==> src/shared/isa_map.vh <==
// register offsets, field positions and reset values of the two-wire slave
// assumes a 32-bit axi4-lite register bus with one word per register
`ifndef ISA_MAP_VH
`define ISA_MAP_VH

// ------------------------------------------------------------------
// register byte offsets
// ------------------------------------------------------------------
`define ISA_OFF_CTRL 8'h00
`define ISA_OFF_STAT 8'h04
`define ISA_OFF_RXBUF 8'h08
`define ISA_OFF_TXBYTE 8'h0c
`define ISA_OFF_OWNADDR 8'h10
`define ISA_OFF_BAUD 8'h14

// ------------------------------------------------------------------
// control register fields
// ------------------------------------------------------------------
`define ISA_CTRL_EN 15
`define ISA_CTRL_REL 12
`define ISA_CTRL_A10 10
`define ISA_CTRL_RST 16'h1000

// ------------------------------------------------------------------
// status register fields, bits 5:0 read-only
// ------------------------------------------------------------------
`define ISA_STAT_RBF 0
`define ISA_STAT_TBF 1
`define ISA_STAT_RW 2
`define ISA_STAT_FULL_TEN_BIT_MATCH_FLAG 3
`define ISA_STAT_BUSY 4
`define ISA_STAT_OV 6
`define ISA_STAT_RO_W 6
`define ISA_STAT_RST 10'h000

// ------------------------------------------------------------------
// addressing constants and other reset values
// ------------------------------------------------------------------
`define ISA_HDR10 5'h1e
`define ISA_OWN_RST 10'h000
`define ISA_BAUD_RST 9'h000
`define ISA_BYTE_BITS 4'h8

`endif

==> src/verilog/isa_top.v <==
// two-wire bus slave: address matching, transmit with clock stretch, receive
// assumes open-drain bus lines with external pull-ups and a bus master peer
`include "isa_map.vh"

module isa_top (
    input wire core_clk,
    input wire rst,
    input wire [7:0] s_axi_awaddr,
    input wire s_axi_awvalid,
    output wire s_axi_awready,
    input wire [31:0] s_axi_wdata,
    input wire [3:0] s_axi_wstrb,
    input wire s_axi_wvalid,
    output wire s_axi_wready,
    output wire [1:0] s_axi_bresp,
    output wire s_axi_bvalid,
    input wire s_axi_bready,
    input wire [7:0] s_axi_araddr,
    input wire s_axi_arvalid,
    output wire s_axi_arready,
    output wire [31:0] s_axi_rdata,
    output wire [1:0] s_axi_rresp,
    output wire s_axi_rvalid,
    input wire s_axi_rready,
    input wire scl_in,
    output wire scl_out,
    output reg scl_oe,
    input wire sda_in,
    output wire sda_out,
    output reg sda_oe,
    output reg slave_event_flag
);

// ------------------------------------------------------------------
// states, one-hot; byte kinds binary
// ------------------------------------------------------------------
localparam S_IDLE = 6'h01;
localparam S_RECV = 6'h02;
localparam S_ACK = 6'h04;
localparam S_STRETCH = 6'h08;
localparam S_SEND = 6'h10;
localparam S_MACK = 6'h20;

localparam K_ADDR1 = 2'h0;
localparam K_ADDR2 = 2'h1;
localparam K_DATA = 2'h2;

// open-drain: only ever pull low
assign scl_out = 1'b0;
assign sda_out = 1'b0;

// ------------------------------------------------------------------
// bus line synchronisers
// ------------------------------------------------------------------
wire scl_lvl;
wire scl_rise;
wire scl_fall;
wire sda_lvl;
wire sda_rise;
wire sda_fall;

isa_sync u_scl (
    .core_clk(core_clk),
    .rst(rst),
    .pin_in(scl_in),
    .level(scl_lvl),
    .rise(scl_rise),
    .fall(scl_fall)
);

isa_sync u_sda (
    .core_clk(core_clk),
    .rst(rst),
    .pin_in(sda_in),
    .level(sda_lvl),
    .rise(sda_rise),
    .fall(sda_fall)
);

// start and stop: data moves while clock stays high
wire start_det = sda_fall & scl_lvl & ~scl_rise & ~scl_fall;
wire stop_det = sda_rise & scl_lvl & ~scl_rise & ~scl_fall;

// ------------------------------------------------------------------
// register bus front end
// ------------------------------------------------------------------
wire wr_en;
wire [7:0] wr_addr;
wire [31:0] wr_data;
wire [3:0] wr_strb;
wire rd_en;
wire [7:0] rd_addr;
reg [31:0] rd_data;

function addr_hit;
    input [7:0] a;
    begin
        addr_hit = (a == `ISA_OFF_CTRL) || (a == `ISA_OFF_STAT) ||
                   (a == `ISA_OFF_RXBUF) || (a == `ISA_OFF_TXBYTE) ||
                   (a == `ISA_OFF_OWNADDR) || (a == `ISA_OFF_BAUD);
    end
endfunction

// merge low two byte lanes; registers here are at most 16 bits
function [15:0] lane_merge;
    input [15:0] old;
    input [31:0] d;
    input [3:0] s;
    begin
        lane_merge = {s[1] ? d[15:8] : old[15:8], s[0] ? d[7:0] : old[7:0]};
    end
endfunction

isa_axil #(.AW(8)) u_axil (
    .core_clk(core_clk),
    .rst(rst),
    .s_axi_awaddr(s_axi_awaddr),
    .s_axi_awvalid(s_axi_awvalid),
    .s_axi_awready(s_axi_awready),
    .s_axi_wdata(s_axi_wdata),
    .s_axi_wstrb(s_axi_wstrb),
    .s_axi_wvalid(s_axi_wvalid),
    .s_axi_wready(s_axi_wready),
    .s_axi_bresp(s_axi_bresp),
    .s_axi_bvalid(s_axi_bvalid),
    .s_axi_bready(s_axi_bready),
    .s_axi_araddr(s_axi_araddr),
    .s_axi_arvalid(s_axi_arvalid),
    .s_axi_arready(s_axi_arready),
    .s_axi_rdata(s_axi_rdata),
    .s_axi_rresp(s_axi_rresp),
    .s_axi_rvalid(s_axi_rvalid),
    .s_axi_rready(s_axi_rready),
    .wr_en(wr_en),
    .wr_addr(wr_addr),
    .wr_data(wr_data),
    .wr_strb(wr_strb),
    .wr_err(~addr_hit(wr_addr)),
    .rd_en(rd_en),
    .rd_addr(rd_addr),
    .rd_data(rd_data),
    .rd_err(~addr_hit(rd_addr))
);

wire wr_ctrl = wr_en && (wr_addr == `ISA_OFF_CTRL);
wire wr_stat = wr_en && (wr_addr == `ISA_OFF_STAT);
wire wr_tx = wr_en && (wr_addr == `ISA_OFF_TXBYTE) && wr_strb[0];
wire wr_own = wr_en && (wr_addr == `ISA_OFF_OWNADDR);
wire wr_baud = wr_en && (wr_addr == `ISA_OFF_BAUD);
wire rd_rxbuf = rd_en && (rd_addr == `ISA_OFF_RXBUF);

// ------------------------------------------------------------------
// software-visible state
// ------------------------------------------------------------------
reg [15:0] ctrl_r;
reg [9:0] stat_hi_r;
reg [9:0] own_addr_r;
reg [8:0] baud_r;
reg [7:0] rx_buf_r;
reg [7:0] tx_byte_r;
reg rbf_r;
reg tbf_r;
reg dir_r;
reg full_ten_bit_match_flag_r;

wire en = ctrl_r[`ISA_CTRL_EN];
wire ten_bit_address_select = ctrl_r[`ISA_CTRL_A10];
wire ov = stat_hi_r[`ISA_STAT_OV-`ISA_STAT_RO_W];
// merged write words; narrow fields keep their own upper bits
wire [15:0] stat_merge = lane_merge({stat_hi_r, 6'h00}, wr_data, wr_strb);
wire [15:0] own_merge = lane_merge({6'h00, own_addr_r}, wr_data, wr_strb);
wire [15:0] baud_merge = lane_merge({7'h00, baud_r}, wr_data, wr_strb);

// ------------------------------------------------------------------
// protocol engine state
// ------------------------------------------------------------------
reg [5:0] state_r;
reg [1:0] kind_r;
reg [3:0] cnt_r;
reg [7:0] sh_r;
reg ack_r;
reg ev_pend_r;
reg go_tx_r;
reg go_idle_r;
reg mack_r;

// hardware events feeding software flags
reg load_rx;
reg set_ov;
reg clr_rel;

// ------------------------------------------------------------------
// register read mux
// ------------------------------------------------------------------
always @* begin
    rd_data = 32'h00000000;
    case (rd_addr)
        `ISA_OFF_CTRL: rd_data[15:0] = ctrl_r;
        `ISA_OFF_STAT: rd_data[15:0] = {stat_hi_r, 1'b0, state_r != S_IDLE,
                                        full_ten_bit_match_flag_r, dir_r, tbf_r, rbf_r};
        `ISA_OFF_RXBUF: rd_data[7:0] = rx_buf_r;
        `ISA_OFF_TXBYTE: rd_data[7:0] = tx_byte_r;
        `ISA_OFF_OWNADDR: rd_data[9:0] = own_addr_r;
        `ISA_OFF_BAUD: rd_data[8:0] = baud_r;
        default: rd_data = 32'h00000000;
    endcase
end

// ------------------------------------------------------------------
// software registers and flags; hardware set beats software clear
// ------------------------------------------------------------------
always @(posedge core_clk) begin
    if (rst) begin
        ctrl_r <= `ISA_CTRL_RST;
        stat_hi_r <= `ISA_STAT_RST;
        own_addr_r <= `ISA_OWN_RST;
        baud_r <= `ISA_BAUD_RST;
        tx_byte_r <= 8'h00;
        tbf_r <= 1'b0;
        rbf_r <= 1'b0;
        rx_buf_r <= 8'h00;
    end else begin
        if (wr_ctrl)
            ctrl_r <= lane_merge(ctrl_r, wr_data, wr_strb);
        else if (clr_rel)
            ctrl_r[`ISA_CTRL_REL] <= 1'b0;
        // only bits above the read-only field take writes
        if (wr_stat)
            stat_hi_r <= stat_merge[15:6];
        if (set_ov)
            stat_hi_r[`ISA_STAT_OV-`ISA_STAT_RO_W] <= 1'b1;
        if (wr_own)
            own_addr_r <= own_merge[9:0];
        if (wr_baud)
            baud_r <= baud_merge[8:0];
        // single transmit register, no staging behind it
        if (wr_tx) begin
            tx_byte_r <= wr_data[7:0];
            tbf_r <= 1'b1;
        end else if (state_r == S_STRETCH && ctrl_r[`ISA_CTRL_REL] && !clr_rel) begin
            tbf_r <= 1'b0;
        end
        if (load_rx) begin
            rx_buf_r <= sh_r;
            rbf_r <= 1'b1;
        end else if (rd_rxbuf) begin
            rbf_r <= 1'b0;
        end
    end
end

// ------------------------------------------------------------------
// address compare helpers
// ------------------------------------------------------------------
// header byte: 11110 then own bits 9:8
wire hdr_hit = (sh_r[7:3] == `ISA_HDR10) && (sh_r[2:1] == own_addr_r[9:8]);
// 0x00-0x07 and 0x78-0x7f never match as ordinary addresses
wire norm_ok = (sh_r[7:1] >= 7'h08) && (sh_r[7:1] <= 7'h77);
wire hit7 = norm_ok && (sh_r[7:1] == own_addr_r[6:0]);

// ------------------------------------------------------------------
// bus engine
// ------------------------------------------------------------------
always @(posedge core_clk) begin
    load_rx <= 1'b0;
    set_ov <= 1'b0;
    clr_rel <= 1'b0;
    slave_event_flag <= 1'b0;
    if (rst) begin
        state_r <= S_IDLE;
        kind_r <= K_ADDR1;
        cnt_r <= 4'h0;
        sh_r <= 8'h00;
        ack_r <= 1'b0;
        ev_pend_r <= 1'b0;
        go_tx_r <= 1'b0;
        go_idle_r <= 1'b0;
        mack_r <= 1'b0;
        dir_r <= 1'b0;
        full_ten_bit_match_flag_r <= 1'b0;
        scl_oe <= 1'b0;
        sda_oe <= 1'b0;
        load_rx <= 1'b0;
        set_ov <= 1'b0;
        clr_rel <= 1'b0;
        slave_event_flag <= 1'b0;
    end else if (!en || stop_det) begin
        state_r <= S_IDLE;
        scl_oe <= 1'b0;
        sda_oe <= 1'b0;
    end else if (start_det) begin
        // start or repeated start: begin an address byte
        state_r <= S_RECV;
        kind_r <= K_ADDR1;
        cnt_r <= 4'h0;
        scl_oe <= 1'b0;
        sda_oe <= 1'b0;
    end else begin
        case (state_r)
            S_IDLE: begin
                scl_oe <= 1'b0;
                sda_oe <= 1'b0;
            end
            S_RECV: begin
                if (scl_rise && cnt_r != `ISA_BYTE_BITS) begin
                    sh_r <= {sh_r[6:0], sda_lvl};
                    cnt_r <= cnt_r + 4'h1;
                end else if (scl_fall && cnt_r == `ISA_BYTE_BITS) begin
                    state_r <= S_ACK;
                    ev_pend_r <= 1'b0;
                    go_tx_r <= 1'b0;
                    go_idle_r <= 1'b0;
                    ack_r <= 1'b0;
                    case (kind_r)
                        K_ADDR1: begin
                            if (!ten_bit_address_select) begin
                                // seven-bit compare leaves buffer alone
                                ack_r <= hit7;
                                ev_pend_r <= hit7;
                                go_tx_r <= sh_r[0];
                                go_idle_r <= ~hit7;
                                dir_r <= hit7 ? sh_r[0] : dir_r;
                            end else if (hdr_hit && !sh_r[0]) begin
                                ack_r <= 1'b1;
                                ev_pend_r <= 1'b1;
                                full_ten_bit_match_flag_r <= 1'b0;
                                dir_r <= 1'b0;
                                kind_r <= K_ADDR2;
                            end else if (hdr_hit && full_ten_bit_match_flag_r) begin
                                // restart read after full match
                                ack_r <= 1'b1;
                                ev_pend_r <= 1'b1;
                                dir_r <= 1'b1;
                                go_tx_r <= 1'b1;
                            end else begin
                                full_ten_bit_match_flag_r <= 1'b0;
                                go_idle_r <= 1'b1;
                            end
                        end
                        K_ADDR2: begin
                            ack_r <= (sh_r == own_addr_r[7:0]);
                            ev_pend_r <= (sh_r == own_addr_r[7:0]);
                            full_ten_bit_match_flag_r <= (sh_r == own_addr_r[7:0]);
                            go_idle_r <= (sh_r != own_addr_r[7:0]);
                            kind_r <= K_DATA;
                        end
                        default: begin
                            // data byte: full buffer drops it, overflow refuses it
                            ev_pend_r <= 1'b1;
                            ack_r <= ~rbf_r & ~ov;
                            load_rx <= ~rbf_r;
                            set_ov <= rbf_r;
                        end
                    endcase
                    if (kind_r == K_ADDR1 && !ten_bit_address_select)
                        kind_r <= K_DATA;
                end
            end
            S_ACK: begin
                // pull data low through the ninth clock when acknowledging
                sda_oe <= ack_r;
                if (go_idle_r && !ack_r) begin
                    state_r <= S_IDLE;
                    sda_oe <= 1'b0;
                end else if (scl_fall) begin
                    sda_oe <= 1'b0;
                    slave_event_flag <= ev_pend_r;
                    cnt_r <= 4'h0;
                    if (go_idle_r) begin
                        state_r <= S_IDLE;
                    end else if (go_tx_r) begin
                        state_r <= S_STRETCH;
                        scl_oe <= 1'b1;
                        clr_rel <= 1'b1;
                    end else begin
                        state_r <= S_RECV;
                    end
                end
            end
            S_STRETCH: begin
                // hold clock low until software releases it
                scl_oe <= 1'b1;
                if (ctrl_r[`ISA_CTRL_REL] && !clr_rel) begin
                    sh_r <= tx_byte_r;
                    sda_oe <= ~tx_byte_r[7];
                    scl_oe <= 1'b0;
                    cnt_r <= 4'h0;
                    state_r <= S_SEND;
                end
            end
            S_SEND: begin
                if (scl_fall) begin
                    // new bit only while the clock is low
                    if (cnt_r == `ISA_BYTE_BITS - 4'h1) begin
                        sda_oe <= 1'b0;
                        state_r <= S_MACK;
                    end else begin
                        sda_oe <= ~sh_r[6];
                        sh_r <= {sh_r[6:0], 1'b0};
                    end
                    cnt_r <= cnt_r + 4'h1;
                end
            end
            S_MACK: begin
                if (scl_rise)
                    mack_r <= ~sda_lvl;
                if (scl_fall) begin
                    slave_event_flag <= 1'b1;
                    if (mack_r) begin
                        state_r <= S_STRETCH;
                        scl_oe <= 1'b1;
                        clr_rel <= 1'b1;
                    end else begin
                        state_r <= S_IDLE;
                    end
                end
            end
            default: begin
                state_r <= S_IDLE;
            end
        endcase
    end
end

endmodule

==> src/verilog/isa_sync.v <==
// two-flop synchroniser with edge detection for one bus line
// assumes the line idles high and comes from outside the core_clk domain
module isa_sync (
    input wire core_clk,
    input wire rst,
    input wire pin_in,
    output wire level,
    output wire rise,
    output wire fall
);

// ------------------------------------------------------------------
// synchroniser; first flop feeds only the second
// ------------------------------------------------------------------
reg meta_r;
reg sync_r;
reg prev_r;

always @(posedge core_clk) begin
    if (rst) begin
        meta_r <= 1'b1;
        sync_r <= 1'b1;
        prev_r <= 1'b1;
    end else begin
        meta_r <= pin_in;
        sync_r <= meta_r;
        prev_r <= sync_r;
    end
end

// edges compare settled copies only
assign level = sync_r;
assign rise = sync_r & ~prev_r;
assign fall = ~sync_r & prev_r;

endmodule

==> src/verilog/isa_axil.v <==
// axi4-lite slave handshake front end for the two-wire slave registers
// assumes the parent decodes addresses combinationally and flags unmapped ones
module isa_axil #(
    parameter AW = 8
) (
    input wire core_clk,
    input wire rst,
    input wire [AW-1:0] s_axi_awaddr,
    input wire s_axi_awvalid,
    output wire s_axi_awready,
    input wire [31:0] s_axi_wdata,
    input wire [3:0] s_axi_wstrb,
    input wire s_axi_wvalid,
    output wire s_axi_wready,
    output reg [1:0] s_axi_bresp,
    output reg s_axi_bvalid,
    input wire s_axi_bready,
    input wire [AW-1:0] s_axi_araddr,
    input wire s_axi_arvalid,
    output wire s_axi_arready,
    output reg [31:0] s_axi_rdata,
    output reg [1:0] s_axi_rresp,
    output reg s_axi_rvalid,
    input wire s_axi_rready,
    output wire wr_en,
    output reg [AW-1:0] wr_addr,
    output reg [31:0] wr_data,
    output reg [3:0] wr_strb,
    input wire wr_err,
    output wire rd_en,
    output wire [AW-1:0] rd_addr,
    input wire [31:0] rd_data,
    input wire rd_err
);

// ------------------------------------------------------------------
// write path: address and data taken in either order
// ------------------------------------------------------------------
reg aw_full_r;
reg w_full_r;

assign s_axi_awready = ~aw_full_r & ~s_axi_bvalid;
assign s_axi_wready = ~w_full_r & ~s_axi_bvalid;
assign wr_en = aw_full_r & w_full_r & ~s_axi_bvalid;

// hold each half until the other arrives, then answer
always @(posedge core_clk) begin
    if (rst) begin
        aw_full_r <= 1'b0;
        w_full_r <= 1'b0;
        wr_addr <= {AW{1'b0}};
        wr_data <= 32'h00000000;
        wr_strb <= 4'h0;
        s_axi_bvalid <= 1'b0;
        s_axi_bresp <= 2'h0;
    end else begin
        if (s_axi_awvalid && s_axi_awready) begin
            aw_full_r <= 1'b1;
            wr_addr <= s_axi_awaddr;
        end
        if (s_axi_wvalid && s_axi_wready) begin
            w_full_r <= 1'b1;
            wr_data <= s_axi_wdata;
            wr_strb <= s_axi_wstrb;
        end
        if (wr_en) begin
            aw_full_r <= 1'b0;
            w_full_r <= 1'b0;
            s_axi_bvalid <= 1'b1;
            s_axi_bresp <= wr_err ? 2'h2 : 2'h0;
        end else if (s_axi_bready) begin
            s_axi_bvalid <= 1'b0;
        end
    end
end

// ------------------------------------------------------------------
// read path: data sampled in the cycle the address is taken
// ------------------------------------------------------------------
assign s_axi_arready = ~s_axi_rvalid;
assign rd_en = s_axi_arvalid & s_axi_arready;
assign rd_addr = s_axi_araddr;

always @(posedge core_clk) begin
    if (rst) begin
        s_axi_rvalid <= 1'b0;
        s_axi_rdata <= 32'h00000000;
        s_axi_rresp <= 2'h0;
    end else if (rd_en) begin
        s_axi_rvalid <= 1'b1;
        s_axi_rdata <= rd_data;
        s_axi_rresp <= rd_err ? 2'h2 : 2'h0;
    end else if (s_axi_rready) begin
        s_axi_rvalid <= 1'b0;
    end
end

endmodule

==> config.mk <==
export PLATFORM = sky130hd
export DESIGN_NAME = isa_top
export DESIGN_NICKNAME = d
export VERILOG_FILES = /design/src/verilog/isa_top.v /design/src/verilog/isa_sync.v /design/src/verilog/isa_axil.v
export VERILOG_INCLUDE_DIRS = /design/src /design/src/shared
export SDC_FILE = /design/constraint.sdc
export NUM_CORES = 1
export LEC_CHECK = 0
export ABC_AREA = 1
export BUFFER_PORTS_ARGS = -buffer_cell sky130_fd_sc_hd__buf_2
export CAP_MARGIN = 20
export CORE_AREA = 2 2 122 124
export CTS_BUF_LIST = sky130_fd_sc_hd__clkbuf_16
export DETAILED_ROUTE_END_ITERATION = 16
export DIE_AREA = 0 0 124 126
export PLACE_DENSITY = 0.7
export SETUP_SLACK_MARGIN = 0.3
export SYNTH_ARGS = -nofsm -noshare
export SYNTH_HDL_FRONTEND = slang
export SYNTH_SLANG_ARGS = --single-unit
==> constraint.sdc <==
create_clock -name core_clk -period 1.7 [get_ports core_clk]
set_input_delay 0.34 -clock core_clk [delete_from_list [all_inputs] [get_ports core_clk]]
set_output_delay 0.34 -clock core_clk [all_outputs]
set_load 0.1 [all_outputs]
# [Yosys cells after proc, flatten, opt, wreduce, memory -nomap -nowiden]
# Cells that the tools add are included.
[totals] input_bits=61 latchBits=0 mem_bits_ro=0 mem_count=0 ff_bits=152 elab_cells=325 ram_bits=0 output_inout_bits=46
[classes] n_div=0 n_eq_ne=58 shift=0 mux=98 multipliers=0 reduce_logical=81 n_addsub=1 n_bitwise=37 n_lt_le_gt_ge=2
[op_table] cell="1-bit 2-to-1 mux" n=49
[op_table] cell="6-bit 2-to-1 mux" n=8
[op_table] cell="8-bit one-hot mux with 6 select lines" n=1
[op_table] cell="4-bit 2-to-1 mux" n=9
[op_table] cell="6-bit one-hot mux with 6 select lines" n=1
[op_table] cell="8-bit by 4-bit == test with 1-bit output, second input constant" n=4
[op_table] cell="8-bit by 5-bit == test with 1-bit output, second input constant" n=4
[op_table] cell="8-bit 2-to-1 mux" n=4
[op_table] cell="8-bit AND reduction" n=4
[op_table] cell="2-bit != test, second input constant" n=15
[op_table] cell="3-bit != test, second input constant" n=10
[op_table] cell="7-bit AND reduction" n=4
[op_table] cell="8-bit one-hot mux with 3 select lines" n=1
[op_table] cell="2-bit nonzero test" n=11
[op_table] cell="1-bit logical AND" n=21
[op_table] cell="1-bit NOT" n=21
[op_table] cell="2-bit 2-to-1 mux" n=10
[op_table] cell="2-bit AND reduction" n=10
[op_table] cell="1-bit bitwise AND" n=16
[op_table] cell="8-bit by 3-bit == test with 1-bit output, second input constant" n=2
[op_table] cell="8-bit zero test" n=2
[op_table] cell="4-bit one-hot mux with 4 select lines" n=1
[op_table] cell="1-bit one-hot mux with 2 select lines" n=6
[op_table] cell="1-bit one-hot mux with 4 select lines" n=3
[op_table] cell="40 further kinds" n=60

# [Depth between registers and ports, before layout]
[depth] word_depth=11 mapped_depth=12 depth_no_buf=12

# [Hierarchy]
# Synthesis repeated with hierarchy kept, for this count alone.
[hier_totals] cells_unflattened=1252 area_unflattened_um2=8743.4
[modules_own_cells] mod="isa_top" cells_each=758 area_each_um2=5208.7 seq_area_each_um2=1921.8 instances=1
[modules_own_cells] mod="isa_axil" cells_each=468 area_each_um2=3339.5 seq_area_each_um2=1641.6 instances=1
[modules_own_cells] mod="isa_sync" cells_each=13 area_each_um2=97.6 seq_area_each_um2=60.1 instances=2

# [Worst setup path after synthesis]
# OpenSTA, ideal clock, no wires.
[synth_timing] path_kind="register -> register" start="register u_axil.s_axi_bvalid" end="register u_axil.wr_data[10]" synth_period_minus_slack_ns=3.143 stages_incl_launch_ff=7 setup_ns=0.064 arrival_time_ns=3.078 required_time_ns=1.636 setup_slack_ns=-1.443 path_buffers=1 path_cell_list="dfxtp_1 nor2_1 nand2_1 inv_1 clkbuf_1 nor2_1 nor2_1"
[synth_between] elab_chain_cells=3
[synth_lines] element="start, declared" line="isa_axil.v:16" source="output reg s_axi_bvalid,"
[synth_lines] element="start signal, assigned" line="isa_axil.v:54" source="s_axi_bvalid <= 1'b0;"
[synth_lines] element="start signal, assigned" line="isa_axil.v:69" source="s_axi_bvalid <= 1'b1;"
[synth_lines] element="start signal, assigned" line="isa_axil.v:72" source="s_axi_bvalid <= 1'b0;"
[synth_lines] element="1-bit NOT" line="isa_axil.v:43" source="assign s_axi_wready = ~w_full_r & ~s_axi_bvalid;"
[synth_lines] element="1-bit bitwise AND" line="isa_axil.v:43"
[synth_lines] element="named net s_axi_wready" line="isa_top.v:14" source="output wire s_axi_wready,"
[synth_lines] element="1-bit logical AND" line="isa_axil.v:61" source="if (s_axi_wvalid && s_axi_wready) begin"
[synth_lines] element="end signal, assigned" line="isa_axil.v:63" source="wr_data <= s_axi_wdata;"
[synth_lines] element="end, declared" line="isa_axil.v:27" source="output reg [31:0] wr_data,"
# The timed path passes the listed nets, and every way through them passes these cells.
# A chain may end at the register's enable or synchronous reset.

# [Final worst setup path]
[layout_timing] start="register u_axil.w_full_r" end="register ctrl_r[12]"
[layout_between] elab_chain_cells=5 word_cells_on_any_way=7 classes_between="eq/ne (1); mux (1); bitwise (2); reduce/logical (3)"
[layout_lines] element="start, declared" line="isa_axil.v:40" source="reg w_full_r;"
[layout_lines] element="start signal, assigned" line="isa_axil.v:50" source="w_full_r <= 1'b0;"
[layout_lines] element="start signal, assigned" line="isa_axil.v:62" source="w_full_r <= 1'b1;"
[layout_lines] element="start signal, assigned" line="isa_axil.v:68" source="w_full_r <= 1'b0;"
[layout_lines] element="1-bit bitwise AND (*) (2 in series)" line="isa_axil.v:44" source="assign wr_en = aw_full_r & w_full_r & ~s_axi_bvalid;"
[layout_lines] element="1-bit logical AND (*)" line="isa_top.v:145" source="wire wr_ctrl = wr_en && (wr_addr == `ISA_OFF_CTRL);"
[layout_lines] element="2-bit by 1-bit != test with 1-bit output (no line) or 2-bit nonzero test (tied branches)"
[layout_lines] element="2-bit AND reduction (no line)"
[layout_lines] element="end signal, assigned" line="isa_top.v:214" source="ctrl_r <= `ISA_CTRL_RST;"
[layout_lines] element="end signal, assigned" line="isa_top.v:224" source="ctrl_r <= lane_merge(ctrl_r, wr_data, wr_strb);"
[layout_lines] element="end, declared" line="isa_top.v:155" source="reg [15:0] ctrl_r;"
# Every way passes the cells marked *; elsewhere a longest branch is shown, timed or not.

==> run metrics <==
Max Cap Violations=0; Worst Setup End Kind=register; number of port buffers=68; Pwr Total=8.81 mW; maximum VDD drop=0.789 mV; synthesis-to-layout area growth=45.8%; ys flop type=dfxtp_1; Root Driver=clkbuf_16; Crit Path Max Fanout=8; Synth top cells by count=dfxtp_1, nand2_1, nor2_1; worst path bufs/invs=5; hold endpoint=u_scl.meta_r; synth top area cells=dfxtp_1, o21ai_0, nand2_1; worst path required time=2.00 ns; count leader, synth=dfxtp_1; final setup TNS=-0.0569 ns; CP cell instances=inv_2 -> nor3_4 -> inv_2 -> nor3_4 -> buf_6 -> nand3_4 -> buf_12 -> buf_12 -> nand3_2 -> o211ai_1; startpoint type of the worst setup path=register; period utilization=1.02; flops & latches, synth=150; Pleak=4.06 nW; asr flop ratio synth=0; Max Buffers Root-to-Sink=2; CORE AREA=0.0143 mm^2; failing checks=negative setup slack; Final min period=1.73 ns; I/O Pins=107; Register-to-Register Path Depth=10; Die Wd=124 um; worst hold path type=in2reg; share of cells above drive strength 1=0.382; initial core utilization=0.488; R2R Setup Slk=-0.03 ns; CTS tree=done; Global Route Usage Sum=0.261; vias in the first global route=6559; H-tree depth=4; Mean Syn Cell Area=7.03 um^2; reg2reg end=ctrl_r[12]; WL/cell=16.8 um; Num CTS Buffers=17; Clock Skew=0.0110 ns; Min-Delay Path Depth=2; Detailed Route WL=22.4 mm; Worst-Skew Late Latency=0.44 ns; crit-path leading delay family=buffers and inverters; Post-Syn Area=0.00699 mm^2; worst slew pin tran=0.751 ns; Die H=126 um; RSZ-0062 raised after global routing=yes; Final setup viols=3; 1st-iter DRT viols=661; detailed-route via count=7320; EDFF count, synth=0; Worst path slowest cell=dfxtp_2; largest net degree at the start of global routing=44; area fraction of the dominant cell type after synthesis=0.430; antenna violations before repair=0; ANT nets after route=0; final hold vios=0; # diodes=0; drt pass-1 iters=5; YS warnings=0; via-per-instance ratio=5.48; Util after Layout=0.712; hold-fix buffer count after cts=0; global route total overflow=0; WS Path Type=reg2reg; crit-path max cell delay=0.34 ns; die area=0.0156 mm^2; total power per unit cell area=865 mW/mm^2; num rows=44; status=complete, but fails checks; FMAX=577 MHz; Synth cell types=42; r2r startpoint=u_axil.w_full_r; dpl hpwl=13.3 mm; Worst-path clk slew=0.06 ns; Crit. path cell count=10; fill count=1059; Max Slew Vio Count=0; global-route wire length before repair=32.3 mm; Worst Min Path Start=scl_in; DRC errors left=0; nets=1202; routability cong.=0.933; clk sinks=150; Worst Path Arrival=2.04 ns; Gate Count Post-Synth=994; register area share after synthesis=0.430; max_slew headroom=0.499; Yosys top cell by area=dfxtp_1; final setup margin=-0.0332 ns
-- area by class of cell --
cell class | instances | area [um^2] | area share
tap | 184 | 230 | 0.0226
inverter | 138 | 548 | 0.0538
timing repair inverter | 2 | 10.0 | 0.000983
sequential | 150 | 3040 | 0.298
clock inverter | 14 | 135 | 0.0133
timing repair buffer | 156 | 1490 | 0.146
clock buffer | 18 | 450 | 0.0442
multi-input combinational | 674 | 4290 | 0.421
-- metrics by stage --
step | worst slack (ns) | instance area, um^2 | instances | hold WS, ns
2_1_floorplan | -0.248 | 7410 | 1013 | 0.389
3_3_place_gp | 0.0143 | 7970 | 1256 | 0.396
3_5_place_dp | -0.00411 | 7970 | 1256 | 0.395
4_1_cts | 0.0351 | 9420 | 1323 | 0.0865
5_1_grt | -0.134 | 10200 | 1336 | 0.0871
6_report | -0.0332 | 10200 | 1336 | 0.0829
-- layout by cell type (no fill, tap or decap), types with 5 or more instances in the layout --
master | synthesis | routed
o22ai_1 | 10 | 9
nor2_2 | 5 | 13
nand3_2 | 3 | 9
o21ai_1 | 2 | 37
nor2_1 | 134 | 103
a21oi_2 | 2 | 44
or2_2 | 5 | 5
nand2_2 | 2 | 11
nor2_4 | 2 | 25
clkinvlp_4 | 0 | 8
o21ai_4 | 0 | 10
nor3_1 | 14 | 9
dfxtp_1 | 150 | 129
buf_4 | 23 | 47
a211oi_2 | 0 | 5
buf_12 | 0 | 16
o221ai_2 | 0 | 6
clkbuf_16 | 0 | 18
o21ai_0 | 123 | 42
inv_1 | 130 | 110
dfxtp_2 | 0 | 18
nand3_1 | 44 | 30
nand2_4 | 1 | 9
nand2_1 | 148 | 129
buf_2 | 5 | 42
a21oi_1 | 103 | 59
o21ai_2 | 0 | 36
nand4_1 | 16 | 16
nand3_4 | 0 | 10
conb_1 | 1 | 20
nor3_2 | 2 | 5
inv_2 | 6 | 22
buf_6 | 3 | 47
-- registers in the layout, summed over array words and instances (netlist names), 2 cells and up --
register,flops
baud_r,9
state_r,6
u_axil.wr_addr,8
tx_byte_r,8
kind_r,2
ctrl_r,16
rx_buf_r,8
cnt_r,4
sh_r,8
u_axil.s_axi_rdata,16
u_axil.wr_strb,2
u_axil.wr_data,16
stat_hi_r,10
own_addr_r,10
-- worst max-delay path by stage --
stage                                    from                     end  slack (ns)
after floorplan           u_axil.s_axi_rvalid  u_axil.s_axi_rdata[11]       -0.25
after global placement               cnt_r[0]               ev_pend_r        0.01
after detailed placement      s_axi_araddr[5]   u_axil.s_axi_rdata[5]      -0.004
after CTS                            cnt_r[0]               ev_pend_r        0.04
after global routing               state_r[4]                 sh_r[4]       -0.13
final                         u_axil.w_full_r              ctrl_r[12]       -0.03
-- power breakdown --
group,switching (mW),internal (mW)
combinational,0.903,0.380
clock,1.52,2.22
sequential,0.168,3.62
-- routing by layer --
layer	track usage	part of all wire
met2	0.447	0.51
met3	0.0489	0.058
met1	0.327	0.40
met4	0.0919	0.030
met5	0	0
-- cell families after synthesis --
group	after synthesis	share of synthesized area
simple gates	381	0.239
buf+inv	191	0.119
compound gates	267	0.205
other cells	1	0.000537
flops	150	0.430
fa+ha+maj	2	0.00358
xor+xnor	2	0.00251
-- worst reg2reg max path, cell delays in order (launching register included) --
cell,delay [ns]
dfxtp_2,0.34
inv_2,0.05
nor3_4,0.22
inv_2,0.07
nor3_4,0.23
buf_6,0.16
nand3_4,0.08
buf_12,0.17
buf_12,0.14
nand3_2,0.06
o211ai_1,0.08
-- what timing repair did --
action | CTS | global route
buffers inserted | 31 | 11
gates cloned | 4 | 2
pin swaps | 38 | 42
setup endpoints to repair | 112 | 124
gates resized for setup | 174 | 177
endpoints found under the hold margin | 0 | 0
(Power assumes the default switching activity.)
